`src/hdl/css_defs.svh`:
```
// constants for the clock source select and drift monitor
`ifndef CSS_DEFS_SVH
`define CSS_DEFS_SVH
`define CSS_CLK_NS 40
`define CSS_PH1_NS 500000
`define CSS_PH2_NS 15500000
`define CSS_AVG_NS 64000000
`define CSS_RC_HZ 18432000
`define CSS_MIN_PULSES 9'h100
`define CSS_SRC_INT 2'h0
`define CSS_SRC_EXT 2'h2
`define CSS_SRC_XTAL 2'h3
`define CSS_THR_RST 8'h14
`define CSS_PCT_SCALE 32'h0000_0064
`define CSS_OFF_CFG 4'h0
`define CSS_OFF_STAT 4'h4
`define CSS_OFF_FLAG 4'h8
`define CSS_OFF_THR 4'hc
`define CSS_CFG_SRC_LSB 0
`define CSS_CFG_CLKOUT 2
`define CSS_CFG_ALRM_EN 3
`define CSS_STAT_DONE 2
`define CSS_STAT_READY 3
`define CSS_STAT_ALARM 4
`define CSS_STAT_PRESENT 5
`define CSS_STAT_PENDING 6
`define CSS_FLAG_DRIFT 0
`define CSS_RESP_OKAY 2'h0
`define CSS_RESP_SLVERR 2'h2
`endif

```
`src/hdl/css_pkg.sv`:
```
// types for the clock source select and drift monitor
package css_pkg;
	typedef enum logic [1:0] {
		CSS_ST_PHASE1 = 2'b00,
		CSS_ST_PHASE2 = 2'b01,
		CSS_ST_DONE   = 2'b10
	} css_det_state_type;
	typedef logic [1:0] css_src_type;
endpackage : css_pkg

```
`src/hdl/css_clock_source_select_monitor.sv`:
```
// clock source detection, selection, drift monitor and register slave
//
// Local design decisions: the placing of the registers and the AXI4-Lite interface to the registers.
`timescale 1ns/1ps
`include "css_defs.svh"

// Behaviour
// (RULE_01) three sources: internal, crystal, external oscillator
// (RULE_02) internal 18.432 MHz oscillator is default
// (RULE_03) auto select at power on, later software
// (RULE_04) phase one: 256 pulses in 0.5 ms
// (RULE_05) phase two: 256 crystal pulses in 15.5 ms
// (RULE_06) no detection keeps field at internal
// (RULE_07) done flag set, then device ready
// (RULE_08) software writes source, checks external presence
// (RULE_09) external request honoured only when clock present
// (RULE_10) external selection starts continuous drift measurement
// (RULE_11) threshold resets to 20 percent, alarm above
// (RULE_12) internal oscillator is the reference
// (RULE_13) counts averaged over a 64 ms window
// (RULE_14) alarm status readable by software
// (RULE_15) enabled drift alarm sets interrupt flag
// (RULE_16) clock output enable drives pin nine
// (RULE_17) system clock is source halved
// (RULE_18) source switch happens without truncated pulses
module css_clock_source_select_monitor #(
	parameter int ADDR_WIDTH = 8,
	parameter int PH1_CYCLES = `CSS_PH1_NS / `CSS_CLK_NS,
	parameter int PH2_CYCLES = `CSS_PH2_NS / `CSS_CLK_NS,
	parameter int AVG_CYCLES = `CSS_AVG_NS / `CSS_CLK_NS
) (
	input  wire logic                  aclk,
	input  wire logic                  aresetn,
	input  wire logic [ADDR_WIDTH-1:0] awaddr,
	input  wire logic                  awvalid,
	output logic                       awready,
	input  wire logic [31:0]           wdata,
	input  wire logic [3:0]            wstrb,
	input  wire logic                  wvalid,
	output logic                       wready,
	output logic [1:0]                 bresp,
	output logic                       bvalid,
	input  wire logic                  bready,
	input  wire logic [ADDR_WIDTH-1:0] araddr,
	input  wire logic                  arvalid,
	output logic                       arready,
	output logic [31:0]                rdata,
	output logic [1:0]                 rresp,
	output logic                       rvalid,
	input  wire logic                  rready,
	input  wire logic                  clock_input_pin,
	input  wire logic                  rc_osc_in,
	output logic                       crystal_drive_enable,
	output logic                       sys_clock_out,
	output logic                       general_io_pin_nine_out,
	output logic                       general_io_pin_nine_oe_n,
	output logic                       device_ready
);
	import css_pkg::*;

	localparam logic [23:0] P1_LAST  = 24'(PH1_CYCLES - 1);
	localparam logic [23:0] P2_LAST  = 24'(PH2_CYCLES - 1);
	localparam logic [23:0] AVG_LAST = 24'(AVG_CYCLES - 1);

	// one-hot register select, zero for an unmapped address
	function automatic logic [3:0] css_decode(input logic [ADDR_WIDTH-1:0] a);
		logic [3:0] sel;
		sel = 4'h0;
		if (a[ADDR_WIDTH-1:4] == '0) begin
			case (a[3:0])
				`CSS_OFF_CFG:  sel = 4'h1;
				`CSS_OFF_STAT: sel = 4'h2;
				`CSS_OFF_FLAG: sel = 4'h4;
				`CSS_OFF_THR:  sel = 4'h8;
				default:       sel = 4'h0;
			endcase
		end
		return sel;
	endfunction : css_decode

	logic [1:0]        raw_in;
	logic [1:0]        sync1;
	logic [1:0]        sync2;
	logic [1:0]        sync3;
	logic [1:0]        level;
	logic [1:0]        rise;
	logic              ext_edge;
	logic              rc_edge;
	css_det_state_type state;
	logic [23:0]       win_cnt;
	logic [8:0]        pulse_cnt;
	logic              hit;
	logic              win_end;
	logic              present;
	logic              detect_done;
	css_src_type       active_sel;
	css_src_type       pend_sel;
	logic              pend_valid;
	logic              sys_clk;
	logic              next_sys_clk;
	logic              switch_now;
	logic [23:0]       avg_cnt;
	logic [23:0]       ext_cnt;
	logic [23:0]       ref_cnt;
	logic              avg_end;
	logic              drift_on;
	logic              over_thr;
	logic [23:0]       diff;
	logic              alarm;
	logic              drift_flag;
	css_src_type       cfg_src;
	logic              cfg_clkout;
	logic              cfg_alrm_en;
	logic [7:0]        thr_pct;
	logic              aw_held;
	logic              w_held;
	logic [ADDR_WIDTH-1:0] aw_addr_q;
	logic [31:0]       w_data_q;
	logic [3:0]        w_strb_q;
	logic              do_write;
	logic [3:0]        wsel;
	logic [3:0]        rsel;
	logic              wr_low;
	logic [31:0]       rd_mux;

	// pin inputs pass three flip-flops; a level counts once stages two and three agree
	assign raw_in = {rc_osc_in, clock_input_pin};
	genvar g;
	generate
		for (g = 0; g < 2; g++) begin : g_sync
			always_ff @(posedge aclk) begin
				if (!aresetn) begin
					sync1[g] <= 1'b0;
					sync2[g] <= 1'b0;
					sync3[g] <= 1'b0;
					level[g] <= 1'b0;
				end else begin
					sync1[g] <= raw_in[g];
					sync2[g] <= sync1[g];
					sync3[g] <= sync2[g];
					if (sync2[g] == sync3[g]) level[g] <= sync3[g];
				end
			end
			assign rise[g] = sync2[g] & sync3[g] & ~level[g];
		end
	endgenerate
	assign ext_edge = rise[0];
	assign rc_edge  = rise[1];

	// detection window and pulse count
	assign hit     = (pulse_cnt == `CSS_MIN_PULSES);
	assign win_end = (win_cnt == ((state == CSS_ST_PHASE2) ? P2_LAST : P1_LAST));

	// power-on detection sequence, then presence windows
	always_ff @(posedge aclk) begin
		if (!aresetn) begin
			state     <= CSS_ST_PHASE1;
			win_cnt   <= 24'h00_0000;
			pulse_cnt <= 9'h000;
			present   <= 1'b0;
		end else begin
			win_cnt <= win_cnt + 24'h00_0001;
			if (ext_edge && !hit) pulse_cnt <= pulse_cnt + 9'h001;
			case (state)
				CSS_ST_PHASE1: begin
					if (hit) begin
						state     <= CSS_ST_DONE; // [RULE_04]
						present   <= 1'b1;
						win_cnt   <= 24'h00_0000;
						pulse_cnt <= 9'h000;
					end else if (win_end) begin
						state     <= CSS_ST_PHASE2; // [RULE_05]
						win_cnt   <= 24'h00_0000;
						pulse_cnt <= 9'h000;
					end
				end
				CSS_ST_PHASE2: begin
					if (hit || win_end) begin
						state     <= CSS_ST_DONE; // [RULE_05] [RULE_06]
						present   <= hit;
						win_cnt   <= 24'h00_0000;
						pulse_cnt <= 9'h000;
					end
				end
				CSS_ST_DONE: begin
					// repeating windows keep the presence flag fresh for software
					if (hit) present <= 1'b1;
					if (win_end) begin
						present   <= hit; // [RULE_09]
						win_cnt   <= 24'h00_0000;
						pulse_cnt <= 9'h000;
					end
				end
				default: begin
					state <= CSS_ST_PHASE1;
				end
			endcase
		end
	end

	// done flag, then device ready one cycle later
	always_ff @(posedge aclk) begin
		if (!aresetn) begin
			detect_done  <= 1'b0;
			device_ready <= 1'b0;
		end else begin
			if (state == CSS_ST_DONE) detect_done <= 1'b1; // [RULE_07]
			device_ready <= detect_done; // [RULE_07]
		end
	end

	// pending source request from auto detection or software
	always_ff @(posedge aclk) begin
		if (!aresetn) begin
			pend_valid <= 1'b0;
			pend_sel   <= `CSS_SRC_INT;
		end else begin
			if (switch_now) pend_valid <= 1'b0;
			if (state == CSS_ST_PHASE1 && hit) begin
				pend_valid <= 1'b1; // [RULE_03] [RULE_04]
				pend_sel   <= `CSS_SRC_EXT;
			end else if (state == CSS_ST_PHASE2 && hit) begin
				pend_valid <= 1'b1; // [RULE_05]
				pend_sel   <= `CSS_SRC_XTAL;
			end else if (do_write && wsel[0] && wr_low && detect_done) begin
				if (w_data_q[1:0] == `CSS_SRC_INT) begin
					pend_valid <= 1'b1; // [RULE_08]
					pend_sel   <= `CSS_SRC_INT;
				end else if (w_data_q[1] && present) begin
					pend_valid <= 1'b1; // [RULE_09]
					pend_sel   <= w_data_q[1:0];
				end
			end
		end
	end

	// switch only while the halved clock is low, so no short pulse escapes
	assign switch_now   = pend_valid && !sys_clk; // [RULE_18]
	assign next_sys_clk = ((active_sel == `CSS_SRC_INT) ? rc_edge : ext_edge) ^ sys_clk;

	// active source and halved system clock
	always_ff @(posedge aclk) begin
		if (!aresetn) begin
			active_sel <= `CSS_SRC_INT; // [RULE_02]
			sys_clk    <= 1'b0;
		end else begin
			if (switch_now) active_sel <= pend_sel; // [RULE_01] [RULE_09]
			sys_clk <= switch_now ? 1'b0 : next_sys_clk; // [RULE_17]
		end
	end
	assign sys_clock_out = sys_clk;

	// pin nine carries the system clock when enabled
	always_ff @(posedge aclk) begin
		if (!aresetn) begin
			general_io_pin_nine_out  <= 1'b0;
			general_io_pin_nine_oe_n <= 1'b1;
		end else begin
			general_io_pin_nine_out  <= cfg_clkout & next_sys_clk & ~switch_now; // [RULE_16]
			general_io_pin_nine_oe_n <= ~cfg_clkout; // [RULE_16]
		end
	end

	// crystal amplifier runs during phase two or when the crystal is wanted
	always_ff @(posedge aclk) begin
		if (!aresetn) begin
			crystal_drive_enable <= 1'b0;
		end else begin
			crystal_drive_enable <= (state == CSS_ST_PHASE2) || (active_sel == `CSS_SRC_XTAL)
				|| (cfg_src == `CSS_SRC_XTAL); // [RULE_01]
		end
	end

	// drift monitor against the internal oscillator over the averaging window
	assign drift_on = active_sel[1]; // [RULE_10]
	assign avg_end  = (avg_cnt == AVG_LAST); // [RULE_13]
	assign diff     = (ext_cnt > ref_cnt) ? (ext_cnt - ref_cnt) : (ref_cnt - ext_cnt);
	assign over_thr = ({8'h00, diff} * `CSS_PCT_SCALE) > ({8'h00, ref_cnt} * {24'h00_0000, thr_pct});

	always_ff @(posedge aclk) begin
		if (!aresetn || !drift_on) begin
			avg_cnt <= 24'h00_0000;
			ext_cnt <= 24'h00_0000;
			ref_cnt <= 24'h00_0000;
			alarm   <= 1'b0;
		end else if (avg_end) begin
			avg_cnt <= 24'h00_0000;
			ext_cnt <= 24'h00_0000;
			ref_cnt <= 24'h00_0000;
			alarm   <= over_thr; // [RULE_11] [RULE_12]
		end else begin
			avg_cnt <= avg_cnt + 24'h00_0001;
			if (ext_edge) ext_cnt <= ext_cnt + 24'h00_0001;
			if (rc_edge) ref_cnt <= ref_cnt + 24'h00_0001; // [RULE_12]
		end
	end

	// sticky drift interrupt flag; a new event beats a clear in the same cycle
	always_ff @(posedge aclk) begin
		if (!aresetn) begin
			drift_flag <= 1'b0;
		end else if (drift_on && cfg_alrm_en && avg_end && over_thr) begin
			drift_flag <= 1'b1; // [RULE_15]
		end else if (do_write && wsel[2] && wr_low && w_data_q[`CSS_FLAG_DRIFT]) begin
			drift_flag <= 1'b0;
		end
	end

	// configuration and threshold registers
	assign wr_low = w_strb_q[0];
	always_ff @(posedge aclk) begin
		if (!aresetn) begin
			cfg_src     <= `CSS_SRC_INT;
			cfg_clkout  <= 1'b0;
			cfg_alrm_en <= 1'b0;
			thr_pct     <= `CSS_THR_RST; // [RULE_11]
		end else if (do_write && wr_low) begin
			if (wsel[0]) begin
				cfg_src     <= w_data_q[`CSS_CFG_SRC_LSB+:2]; // [RULE_08]
				cfg_clkout  <= w_data_q[`CSS_CFG_CLKOUT];
				cfg_alrm_en <= w_data_q[`CSS_CFG_ALRM_EN];
			end
			if (wsel[3]) thr_pct <= w_data_q[7:0];
		end
	end

	// write channel: address and data held in either order, then answered
	assign awready  = !aw_held;
	assign wready   = !w_held;
	assign do_write = aw_held && w_held && !bvalid;
	assign wsel     = css_decode(aw_addr_q);
	always_ff @(posedge aclk) begin
		if (!aresetn) begin
			aw_held   <= 1'b0;
			w_held    <= 1'b0;
			aw_addr_q <= '0;
			w_data_q  <= 32'h0000_0000;
			w_strb_q  <= 4'h0;
			bvalid    <= 1'b0;
			bresp     <= `CSS_RESP_OKAY;
		end else begin
			if (awvalid && awready) begin
				aw_held   <= 1'b1;
				aw_addr_q <= awaddr;
			end
			if (wvalid && wready) begin
				w_held   <= 1'b1;
				w_data_q <= wdata;
				w_strb_q <= wstrb;
			end
			if (do_write) begin
				aw_held <= 1'b0;
				w_held  <= 1'b0;
				bvalid  <= 1'b1;
				bresp   <= (wsel == 4'h0) ? `CSS_RESP_SLVERR : `CSS_RESP_OKAY;
			end else if (bvalid && bready) begin
				bvalid <= 1'b0;
			end
		end
	end

	// read data selection
	assign rsel = css_decode(araddr);
	always_comb begin
		rd_mux = 32'h0000_0000;
		case (rsel)
			4'h1: rd_mux = {28'h000_0000, cfg_alrm_en, cfg_clkout, cfg_src};
			4'h2: begin
				rd_mux[1:0]                = active_sel; // [RULE_06]
				rd_mux[`CSS_STAT_DONE]     = detect_done;
				rd_mux[`CSS_STAT_READY]    = device_ready;
				rd_mux[`CSS_STAT_ALARM]    = alarm; // [RULE_14]
				rd_mux[`CSS_STAT_PRESENT]  = present;
				rd_mux[`CSS_STAT_PENDING]  = pend_valid;
			end
			4'h4: rd_mux = {31'h0000_0000, drift_flag};
			4'h8: rd_mux = {24'h00_0000, thr_pct};
			default: rd_mux = 32'h0000_0000;
		endcase
	end

	// read channel: one read at a time, answered the cycle after it is taken
	assign arready = !rvalid;
	always_ff @(posedge aclk) begin
		if (!aresetn) begin
			rvalid <= 1'b0;
			rdata  <= 32'h0000_0000;
			rresp  <= `CSS_RESP_OKAY;
		end else if (arvalid && arready) begin
			rvalid <= 1'b1;
			rdata  <= rd_mux;
			rresp  <= (rsel == 4'h0) ? `CSS_RESP_SLVERR : `CSS_RESP_OKAY;
		end else if (rvalid && rready) begin
			rvalid <= 1'b0;
		end
	end

endmodule : css_clock_source_select_monitor

```
`config.mk`:
```
export PLATFORM = sky130hd
export DESIGN_NAME = css_clock_source_select_monitor
export DESIGN_NICKNAME = d
export VERILOG_FILES = /design/src/hdl/css_pkg.sv /design/src/hdl/css_clock_source_select_monitor.sv
export VERILOG_INCLUDE_DIRS = /design/src /design/src/hdl
export SDC_FILE = /design/constraint.sdc
export NUM_CORES = 1
export LEC_CHECK = 0
export BUFFER_PORTS_ARGS = -buffer_cell sky130_fd_sc_hd__buf_4
export CAP_MARGIN = 20
export CORE_MARGIN = 5
export CORE_UTILIZATION = 55
export DETAILED_ROUTE_END_ITERATION = 6
export PLACE_DENSITY = 0.76
export SLEW_MARGIN = 0
export SYNTH_ARGS = -nofsm -noshare
export SYNTH_HDL_FRONTEND = slang
export SYNTH_SLANG_ARGS = --single-unit
```
`constraint.sdc`:
```
create_clock -name aclk -period 7.2 [get_ports aclk]
set_input_delay 0.72 -clock aclk [delete_from_list [all_inputs] [get_ports aclk]]
set_output_delay 0.72 -clock aclk [all_outputs]
set_load 0.05 [all_outputs]
```
==> results of run 1 <==
how the worst min path moves through the flow:
| stage | from | end | slack (ns) | cells past startpoint |
|---|---|---|---|---|
| finish | sync1[1] | sync2[1] | 0.44 | 1 |
| global route | rc_osc_in | sync1[1] | 0.46 | 2 |
| CTS | sync1[1] | sync2[1] | 0.44 | 1 |
| detailed placement | sync1[1] | sync2[1] | 0.43 | 1 |
| global placement | sync1[1] | sync2[1] | 0.42 | 1 |
| floorplan | cfg_clkout | general_io_pin_nine_oe_n | 0.38 | 1 |
cell usage in the layout, fill, tap and decap left out, types with 11 or more instances in the layout:
cell type and count:
xor2_1 57, inv_1 282, a21o_1 35, o211ai_1 12
o21ai_0 55, mux2i_1 35, ha_1 196, nand4_1 40
a21boi_0 15, a21oi_1 96, xnor2_1 108, nor2_1 183
dfxtp_1 169, o21ai_1 11, nand2b_1 13, buf_4 222
o21a_1 14, nor2b_1 44, and3_1 23, fa_1 150
conb_1 26, a211oi_1 13, nor3_1 28, nand3_1 54
nand2_1 228, ha_4 18, o21bai_1 22, and2_1 100
clkbuf_16 18
area by class of cell:
type                       instances  area [um2]
fill                            2840       12300
clock buffer                      18         439
tap                              455         569
clock inverter                    14         148
sequential                       172        3450
timing repair buffer             233        1830
inverter                         289        1080
multi-input combinational       1742       14500
cell families after synthesis:
logic type | count (synthesis)
AND/OR/NAND/NOR | 778
buffers and inverters | 415
adder cells (fa/ha/maj) | 369
AO/OA/AOI/OAI | 353
flip-flops | 172
XOR/XNOR | 171
multiplexers | 45
other | 1
power breakdown:
| group | total [uW] | internal, uW | switching, uW |
|---|---|---|---|
| clock | 917 | 471 | 446 |
| sequential | 971 | 962 | 9.00 |
| combinational | 101 | 32.0 | 68.7 |
worst max-delay path, delay by kind of cell (launching register included):
family | cells | cell delay [ns]
buffers and inverters | 7 | 0.66
adders and majority gates | 7 | 2.28
xor gates and xnor gates | 2 | 0.39
muxes | 1 | 0.32
AOI/OAI and AO/OA | 11 | 1.96
DFF | 1 | 0.33
and+or+nand+nor | 8 | 1.07
flip-flops by register name, indices dropped and copies added (netlist names), 8 cells and up:
signal and cells:
thr_pct 8, avg_cnt 24, aw_addr_q 8, w_data_q 8, ref_cnt 24, rdata 8
pulse_cnt 9, ext_cnt 24, win_cnt 24
per-stage QoR:
| stage | setup TNS [ns] | cell area [um2] | util | instances | setup slack (ns) |
|---|---|---|---|---|---|
| 2_1_floorplan | 0 | 19200 | - | 2329 | 0.00853 |
| 3_3_place_gp | -0.283 | 20700 | 0.602 | 2869 | -0.156 |
| 3_5_place_dp | -0.464 | 20700 | 0.602 | 2870 | -0.248 |
| 4_1_cts | 0 | 21400 | 0.622 | 2903 | 0.0151 |
| 5_1_grt | -0.617 | 22100 | 0.642 | 2923 | -0.321 |
| 6_report | 0 | 22100 | 0.642 | 2923 | 0.0522 |
repair_timing:
action                     CTS  global route
buffers inserted             1            20
gates cloned                 0             1
setup endpoints to repair    2             2
pin swaps                    8            64
gates resized for setup     19            95
per-layer routing:
| metal | vias to the layer above | share of wire | wire [um] |
|---|---|---|---|
| li1 | 7810 | - | - |
| met1 | 7871 | 0.42 | 20000 |
| met2 | 479 | 0.49 | 23400 |
| met3 | 101 | 0.057 | 2730 |
| met4 | 0 | 0.029 | 1360 |
| met5 | - | 0 | 0 |
==> impl_metrics.csv, run 1 <==
group,metric,value,unit
die,core,34400,um2
synth,synth-simple-area-share,0.200,
sta,slew_headroom,0.387,
cells_and_area,drive_above_1_share,0.152,
synth,synth_flop_cell,"dfxtp_1",
critical_path,critPathMostFrequentCell,"ha_1",
synth,ys_types,81,
route,drt-initial-drc-count,882,
clocking,postCtsHoldBufs,0,
critical_path,critPathMaxFanout,4,
route,drc,0,
sta,timing.hold.ws,0.441,ns
synth,yosysTopAreaCell,"dfxtp_1",
clocking,cts.sinks,172,
grt,grt-busiest-layer,"met2",
synth,synth_common_cells,"inv_1 (288), nand2_1 (228), ha_1 (217)",
grt,grt_pass1_vias,16383,
sta,slew_viol_final,0,
critical_path,critPathArrivalTime,7.49,ns
die,pin_count,107,
clocking,clkTransAtPathRegs,0.08,ns
critical_path,cp-startpoint,"ext_cnt[0]",
critical_path,crit_path_start_kind,"register",
sta,rsz0062_at_grt,"true",
clocking,clock-root-buffer,"clkbuf_16",
synth,synthesis.area,19100,um2
die,fp-row-count,68,
cells_and_area,antenna_cells,0,
critical_path,worstSetupEndpoint,"drift_flag",
hold_path,hold_class,"reg2reg",
synth,synth.yosys.seq_area_share,0.181,
die,die_h,196,um
placed_design,place_congestion,0.996,
synth,synthMuxAreaShare,0.0255,
synth,synth-async-reset-ratio,0,
route,routedWlPerCell,16.3,um
critical_path,r2r_cells,36,
critical_path,slowest_stage,"fa_1",
sta,period_share,0.993,
die,fp.dieW,196,um
critical_path,r2r_end,"drift_flag",
synth,synth_top_family_by_area,"adder cells",
critical_path,endpoint_kind,"register",
critical_path,slowest_delay,0.52,ns
synth,synth-adder-area-share,0.302,
sta,final.min_clock_period,7.15,ns
clocking,cts_tree,"done",
grt,grt_use_total,0.242,
synth,synth_top_area_share,0.181,
grt,grt_pass1_wl,78100,um
cells_and_area,final_nets,2885,
grt,grt_max_degree,67,
critical_path,crit_type,"reg2reg",
grt,met2_usage,0.422,
placed_design,io_buffers,53,
cells_and_area,area_delta_synth_final,15.8,%
route,dr.pass1.iters,6,
sta,setup_violations,0,
critical_path,critPathRequiredTime,7.54,ns
power_and_ir_drop,peakVddDrop,0.208,mV
critical_path,ff2ff_setup_slack,0.05,ns
sta,tightestPinTransition,0.917,ns
synth,netlist_top_cells_area,"dfxtp_1 (18%), fa_1 (16%), ha_1 (14%), inv_1 (5.7%), xnor2_1 (5.1%)",
grt,use_met3,0.0440,
synth,syn_area_per_cell,8.27,um2
route,vias,16261,
route,drt_wl_total,47500,um
synth,synth_compound_area_frac,0.122,
clocking,cts_buffers,17,
grt,antenna_found_initial,0,
synth,synth-edff-count,0,
power_and_ir_drop,powerDensity,90.1,nW/um2
synth,yosys.cell_count.top_type,"inv_1",
power_and_ir_drop,p_leak,0.0106,uW
synth,yosysWarnings,0,
run,drv_cap,0,
route,via_per_inst,5.56,
synth,synth-xor-area-share,0.0786,
die,die-area,38500,um2
die,initial_core_util,0.554,
synth,synthesis.instances,2304,
route,ant_nets,0,
placed_design,hpwlAfterDp,37400,um
clocking,clk_path_buf_depth,2,
sta,finalHoldViolCount,0,
synth,yosys_register_bits,172,
clocking,htree_num_levels,4,
status,status,"complete, no violations",
clocking,clk-insertion-delay-late,0.46,ns
grt,grt_overflow,0,
sta,skew,0.0148,ns
sta,timing.fmax,0.140,GHz
power_and_ir_drop,totalPowerFinal,1990,uW
critical_path,r2r-start,"ext_cnt[0]",
grt,use_met1,0.307,
No activity file was read; power rests on OpenSTA's default activity.
==> inputs of run 2 (changes only) <==
--- a/config.mk
+++ b/config.mk
@@ -8,10 +8,13 @@
 export LEC_CHECK = 0
 export BUFFER_PORTS_ARGS = -buffer_cell sky130_fd_sc_hd__buf_4
 export CAP_MARGIN = 20
+export CELL_PAD_IN_SITES_DETAIL_PLACEMENT = 0
+export CELL_PAD_IN_SITES_GLOBAL_PLACEMENT = 1
 export CORE_MARGIN = 5
-export CORE_UTILIZATION = 55
+export CORE_UTILIZATION = 44
+export CTS_BUF_LIST = sky130_fd_sc_hd__clkbuf_8
 export DETAILED_ROUTE_END_ITERATION = 6
-export PLACE_DENSITY = 0.76
+export PLACE_DENSITY_LB_ADDON = 0.1
 export SLEW_MARGIN = 0
 export SYNTH_ARGS = -nofsm -noshare
 export SYNTH_HDL_FRONTEND = slang
==> run 2 against run 1 <==
Compared with the run above:
- sequential cell count stayed put
- register-to-register slack got worse by 0.02 ns
- total power shrank 8.9%
- critical path depth grew 2
- non-clock buffer count rose by 48
- combinational power is essentially flat
- wire length is 5.7% higher
- worst setup slack worse by 0.015 ns
- largest cell class unchanged
==> impl_metrics.csv, run 2 (synthesized netlist as in run 1, its figures left out) <==
group,metric,value,unit
critical_path,crit_type,"reg2reg",
power_and_ir_drop,comb_power_share,0.055,
critical_path,critPathRequiredTime,7.65,ns
grt,grt_pass1_vias,16122,
placed_design,place_area,21200,um2
cells_and_area,seqCellArea,3450,um2
route,drt-initial-drc-count,770,
sta,timing.fmax,0.140,GHz
clocking,postCtsHoldBufs,0,
power_and_ir_drop,swShare,0.289,
sta,layout_setup_ws,0.0372,ns
placed_design,io_buffers,53,
grt,antenna_found_initial,0,
route,ant_nets,0,
sta,final.min_clock_period,7.16,ns
sta,slew_headroom,0.444,
cells_and_area,antenna_cells,0,
cells_and_area,multi_input_area,14600,um2
cells_and_area,final_common_cell,"inv_1",
clocking,cts_buffers,17,
clocking,clk_path_buf_depth,2,
clocking,clk-insertion-delay-late,0.58,ns
hold_path,hold_class,"in2reg",
power_and_ir_drop,peakVddDrop,0.222,mV
critical_path,critPathArrivalTime,7.61,ns
route,routedWlPerCell,16.2,um
placed_design,dp_slack,-0.324,ns
route,vias,15992,
run,drv_cap,0,
critical_path,critPathMaxFanout,5,
cells_and_area,final_cell_mix,"inv_1 (285), buf_4 (273), nand2_1 (228), ha_1 (196), nor2_1 (184)",
grt,grt_overflow,0,
critical_path,slowest_stage,"fa_1",
grt,grt_use_total,0.213,
die,pin_count,107,
die,initial_core_util,0.443,
hold_path,holdPathStages,2,
hold_path,hold_start,"clock_input_pin",
power_and_ir_drop,power_switching,524,uW
power_and_ir_drop,internal_power,1290,uW
status,status,"complete, no violations",
critical_path,r2r-start,"ref_cnt[0]",
critical_path,r2r_cells,38,
die,fp-row-count,76,
critical_path,cp-startpoint,"ref_cnt[0]",
power_and_ir_drop,pwr-share-clk,0.409,
sta,setup_violations,0,
route,drt_wl_total,50200,um
placed_design,hpwlAfterDp,40200,um
die,die_h,218,um
critical_path,slowest_delay,0.48,ns
placed_design,post-place-cells,3045,
cells_and_area,final_nets,2933,
power_and_ir_drop,seq_power_share,0.536,
cells_and_area,area_delta_synth_final,17.7,%
power_and_ir_drop,p_leak,0.0108,uW
clocking,clock-root-buffer,"clkbuf_8",
die,die-area,47600,um2
clocking,cts.sinks,172,
clocking,clkTransAtPathRegs,0.14,ns
power_and_ir_drop,powerDensity,80.8,nW/um2
cells_and_area,drive_above_1_share,0.167,
clocking,cts_tree,"done",
cells_and_area,final_cells,3101,
route,via_per_inst,5.16,
sta,rsz0062_at_grt,"true",
die,fp.dieW,218,um
grt,grt_pass1_wl,82500,um
grt,grt_max_degree,67,
route,dr.pass1.iters,5,
sta,tightestPinTransition,0.832,ns
cells_and_area,num-fill-cells,4263,
clocking,htree_num_levels,4,
critical_path,crit_path_start_kind,"register",
die,core,43000,um2
sta,finalHoldViolCount,0,
critical_path,endpoint_kind,"register",
placed_design,place_congestion,0.884,
cells_and_area,fin_area,22400,um2
sta,slew_viol_final,0,
route,drc,0,
sta,skew,0.0404,ns
sta,period_share,0.995,
[run 2: cell types whose count changed in the layout (fill, tap and decap cells not counted), moves of 3 or more]
| cell | before | now |
|---|---|---|
| clkbuf_8 | 1 | 17 |
| inv_2 | 7 | 4 |
| inv_1 | 282 | 285 |
| buf_4 | 222 | 273 |
| clkinv_4 | 5 | 1 |
| buf_6 | 6 | 3 |
| inv_8 | 4 | 8 |
| clkbuf_16 | 18 | 0 |
[run 2: worst paths after layout]
check                                  end  slack [ns]
worst max-delay path            drift_flag        0.04
worst min-delay path              sync1[0]        0.38
worst max register to register  drift_flag        0.04
worst min register to register    sync2[1]        0.45
[run 2: timing repair]
item	CTS	global route
setup buffers	4	20
pin swaps	14	64
endpoints found under the setup margin	2	2
gates resized for setup	25	88
[run 2: final cells by class]
cell class                      count  area share
Multi-Input combinational cell   1742       0.650
Sequential cell                   172       0.154
Timing Repair Buffer              281      0.0967
Inverter                          289      0.0484
Tap cell                          585      0.0326
Clock buffer                       17      0.0104
Clock inverter                     15     0.00776
[run 2: layer usage]
metal	share of wire	vias up	global-route usage
li1	-	7902	-
met1	0.47	7821	0.288
met2	0.48	233	0.362
met3	0.032	36	0.0335
met4	0.015	0	0.0469
met5	0	-	0
[run 2: metrics by stage]
| step | hold WS [ns] | power, uW | TNS [ns] | util |
|---|---|---|---|---|
| CTS | 0.311 | 1850 | 0 | 0.506 |
| global route | 0.324 | 1900 | -0.620 | 0.522 |
| finish | 0.379 | 1810 | 0 | 0.522 |
| global placement | 0.423 | 1090 | -0.634 | 0.493 |
| floorplan | 0.380 | 1080 | 0 | - |
| detailed placement | 0.424 | 1090 | -0.628 | 0.493 |
[run 2: power by group through the flow]
stage | sequential, uW | combinational (uW) | clock (uW)
after floorplan | 996 | 79.5 | 0
after global placement | 993 | 99.2 | 0
after detailed placement | 993 | 100 | 0
after CTS | 971 | 100 | 775
after global routing | 973 | 108 | 818
final | 971 | 99.6 | 741
[run 2: critical path, delay by kind of cell (launching register included)]
kind,cells,cell delay (ns)
AOI/OAI and AO/OA,13,2.37
adders and majority gates,7,2.01
and+or+nand+nor,7,0.91
buffers and inverters,8,0.80
DFF,1,0.38
xor gates and xnor gates,2,0.35
muxes,1,0.20
==> inputs of run 3 (changes only) <==
--- a/config.mk
+++ b/config.mk
@@ -10,6 +10,7 @@
 export CAP_MARGIN = 20
 export CELL_PAD_IN_SITES_DETAIL_PLACEMENT = 0
 export CELL_PAD_IN_SITES_GLOBAL_PLACEMENT = 1
+export CORE_ASPECT_RATIO = 1.5
 export CORE_MARGIN = 5
 export CORE_UTILIZATION = 44
 export CTS_BUF_LIST = sky130_fd_sc_hd__clkbuf_8
==> run 3 against run 2 <==
Compared with the run above:
- largest cell class unchanged
- combinational power is essentially flat
- final area up 1.5%
- non-clock buffer count grew 68
- critical endpoint unchanged
- total power is 0.78% higher
==> impl_metrics.csv, run 3 (synthesized netlist as in run 1, its figures left out) <==
group,metric,value,unit
die,die-area,47700,um2
hold_path,hold_class,"in2reg",
sta,slew_viol_final,0,
status,status,"complete, no violations",
clocking,clk_path_buf_depth,2,
critical_path,critPathMostFrequentCell,"ha_1",
clocking,cts.sinks,172,
cells_and_area,fin_area,22800,um2
route,vias,16080,
critical_path,path_buf_inv,8,
critical_path,critPathRequiredTime,7.60,ns
sta,final.min_clock_period,7.12,ns
clocking,cts_buffers,17,
grt,antenna_found_initial,0,
die,die_h,265,um
sta,tightestPinTransition,0.970,ns
power_and_ir_drop,powerDensity,80.2,nW/um2
sta,setup_violations,0,
critical_path,critPathMaxFanout,4,
critical_path,r2r_cells,37,
clocking,clk-insertion-delay-late,0.51,ns
critical_path,critPathArrivalTime,7.52,ns
clocking,clkTransAtPathRegs,0.10,ns
critical_path,worstSetupPathDepth,37,
power_and_ir_drop,p_leak,0.0111,uW
cells_and_area,area_delta_synth_final,19.5,%
grt,grt_pass1_wl,85100,um
critical_path,slowest_stage,"fa_1",
cells_and_area,final_common_cell,"buf_4",
placed_design,place_area,21700,um2
route,dr.pass1.iters,5,
die,initial_core_util,0.444,
die,pin_count,107,
grt,grt_pass1_vias,17075,
placed_design,place_congestion,0.938,
route,via_per_inst,5.10,
clocking,htree_num_levels,4,
run,drv_cap,0,
clocking,clock-root-buffer,"clkbuf_8",
critical_path,slowest_delay,0.49,ns
critical_path,endpoint_kind,"register",
die,core,42900,um2
die,fp-row-count,93,
route,drt-initial-drc-count,582,
sta,tns,0,ns
sta,slew_headroom,0.350,
cells_and_area,num-fill-cells,4163,
hold_path,hold_path_end,"sync1[0]",
route,ant_nets,0,
cells_and_area,antenna_cells,0,
placed_design,dp_slack,-0.673,ns
hold_path,holdPathStages,2,
power_and_ir_drop,peakVddDrop,0.108,mV
critical_path,r2r_end,"drift_flag",
critical_path,crit_type,"reg2reg",
cells_and_area,final_core_util,0.530,
cells_and_area,final_cell_mix,"buf_4 (342), inv_1 (283), nand2_1 (226), ha_1 (204), nor2_1 (185)",
critical_path,crit_path_start_kind,"register",
cells_and_area,drive_above_1_share,0.186,
hold_path,hold_start,"clock_input_pin",
placed_design,hpwlAfterDp,42800,um
sta,skew,0.0201,ns
cells_and_area,final_nets,3001,
critical_path,r2r-start,"ext_cnt[0]",
route,drt_wl_total,51600,um
sta,period_share,0.989,
clocking,cts_tree,"done",
route,drc,0,
placed_design,io_buffers,53,
route,routedWlPerCell,16.4,um
critical_path,critPathTopFamily,"compound AO/OA/AOI/OAI gates",
die,fp.dieW,180,um
grt,grt_overflow,0,
grt,grt_use_total,0.216,
sta,timing.fmax,0.140,GHz
sta,rsz0062_at_grt,"true",
grt,grt_max_degree,67,
sta,layout_setup_ws,0.0801,ns
sta,finalHoldViolCount,0,
critical_path,ff2ff_setup_slack,0.08,ns
clocking,postCtsHoldBufs,0,
-- run 3: worst max path at each step --
| stage | from | end | slack, ns |
|---|---|---|---|
| final | ext_cnt[0] | drift_flag | 0.08 |
| after global routing | ext_cnt[0] | alarm | -0.30 |
| after CTS | ext_cnt[0] | drift_flag | 0.0004 |
| after detailed placement | ext_cnt[0] | drift_flag | -0.67 |
| after global placement | ext_cnt[0] | drift_flag | -0.56 |
| after floorplan | ref_cnt[1] | drift_flag | 0.009 |
-- run 3: stage by stage --
step,hold slack (ns),total power (uW),cells
floorplan,0.380,1080,2329
global placement,0.441,1090,3105
detailed placement,0.453,1090,3105
CTS,0.377,1860,3139
global route,0.389,1910,3154
finish,0.429,1830,3154
-- run 3: repair_timing --
item / CTS / global route
cloned: 0 / 1
setup endpoints to repair: 2 / 2
pin swaps: 35 / 29
resized for setup: 50 / 46
setup buffers: 4 / 14
-- run 3: final cells by class --
class | count | area, um2 | area share
Multi-Input combinational cell | 1742 | 14400 | 0.633
Clock buffer | 17 | 234 | 0.0103
Tap cell | 570 | 713 | 0.0313
Sequential cell | 172 | 3450 | 0.151
Clock inverter | 15 | 198 | 0.00869
Timing Repair Buffer | 349 | 2670 | 0.117
Inverter | 289 | 1080 | 0.0477
-- run 3: power by group --
part           internal, uW  switching (uW)  total (uW)
clock network           328             428         756
logic                  31.6            67.8        99.4
registers               962            8.88         971
total                  1320             504        1830
-- run 3: per-layer routing --
| layer | share of wire | vias up | track usage |
|---|---|---|---|
| li1 | - | 8040 | - |
| met1 | 0.42 | 7693 | 0.249 |
| met2 | 0.51 | 252 | 0.406 |
| met3 | 0.024 | 95 | 0.0213 |
| met4 | 0.043 | 0 | 0.0880 |
| met5 | 0 | - | 0 |
-- run 3: worst reg2reg max path: cells and delay by family (launching register included) --
family	cells	cell delay, ns
simple gates	5	0.64
mux	1	0.35
buf+inv	8	0.73
compound gates	14	2.58
xor+xnor	2	0.25
fa+ha+maj	7	2.16
flops	1	0.33
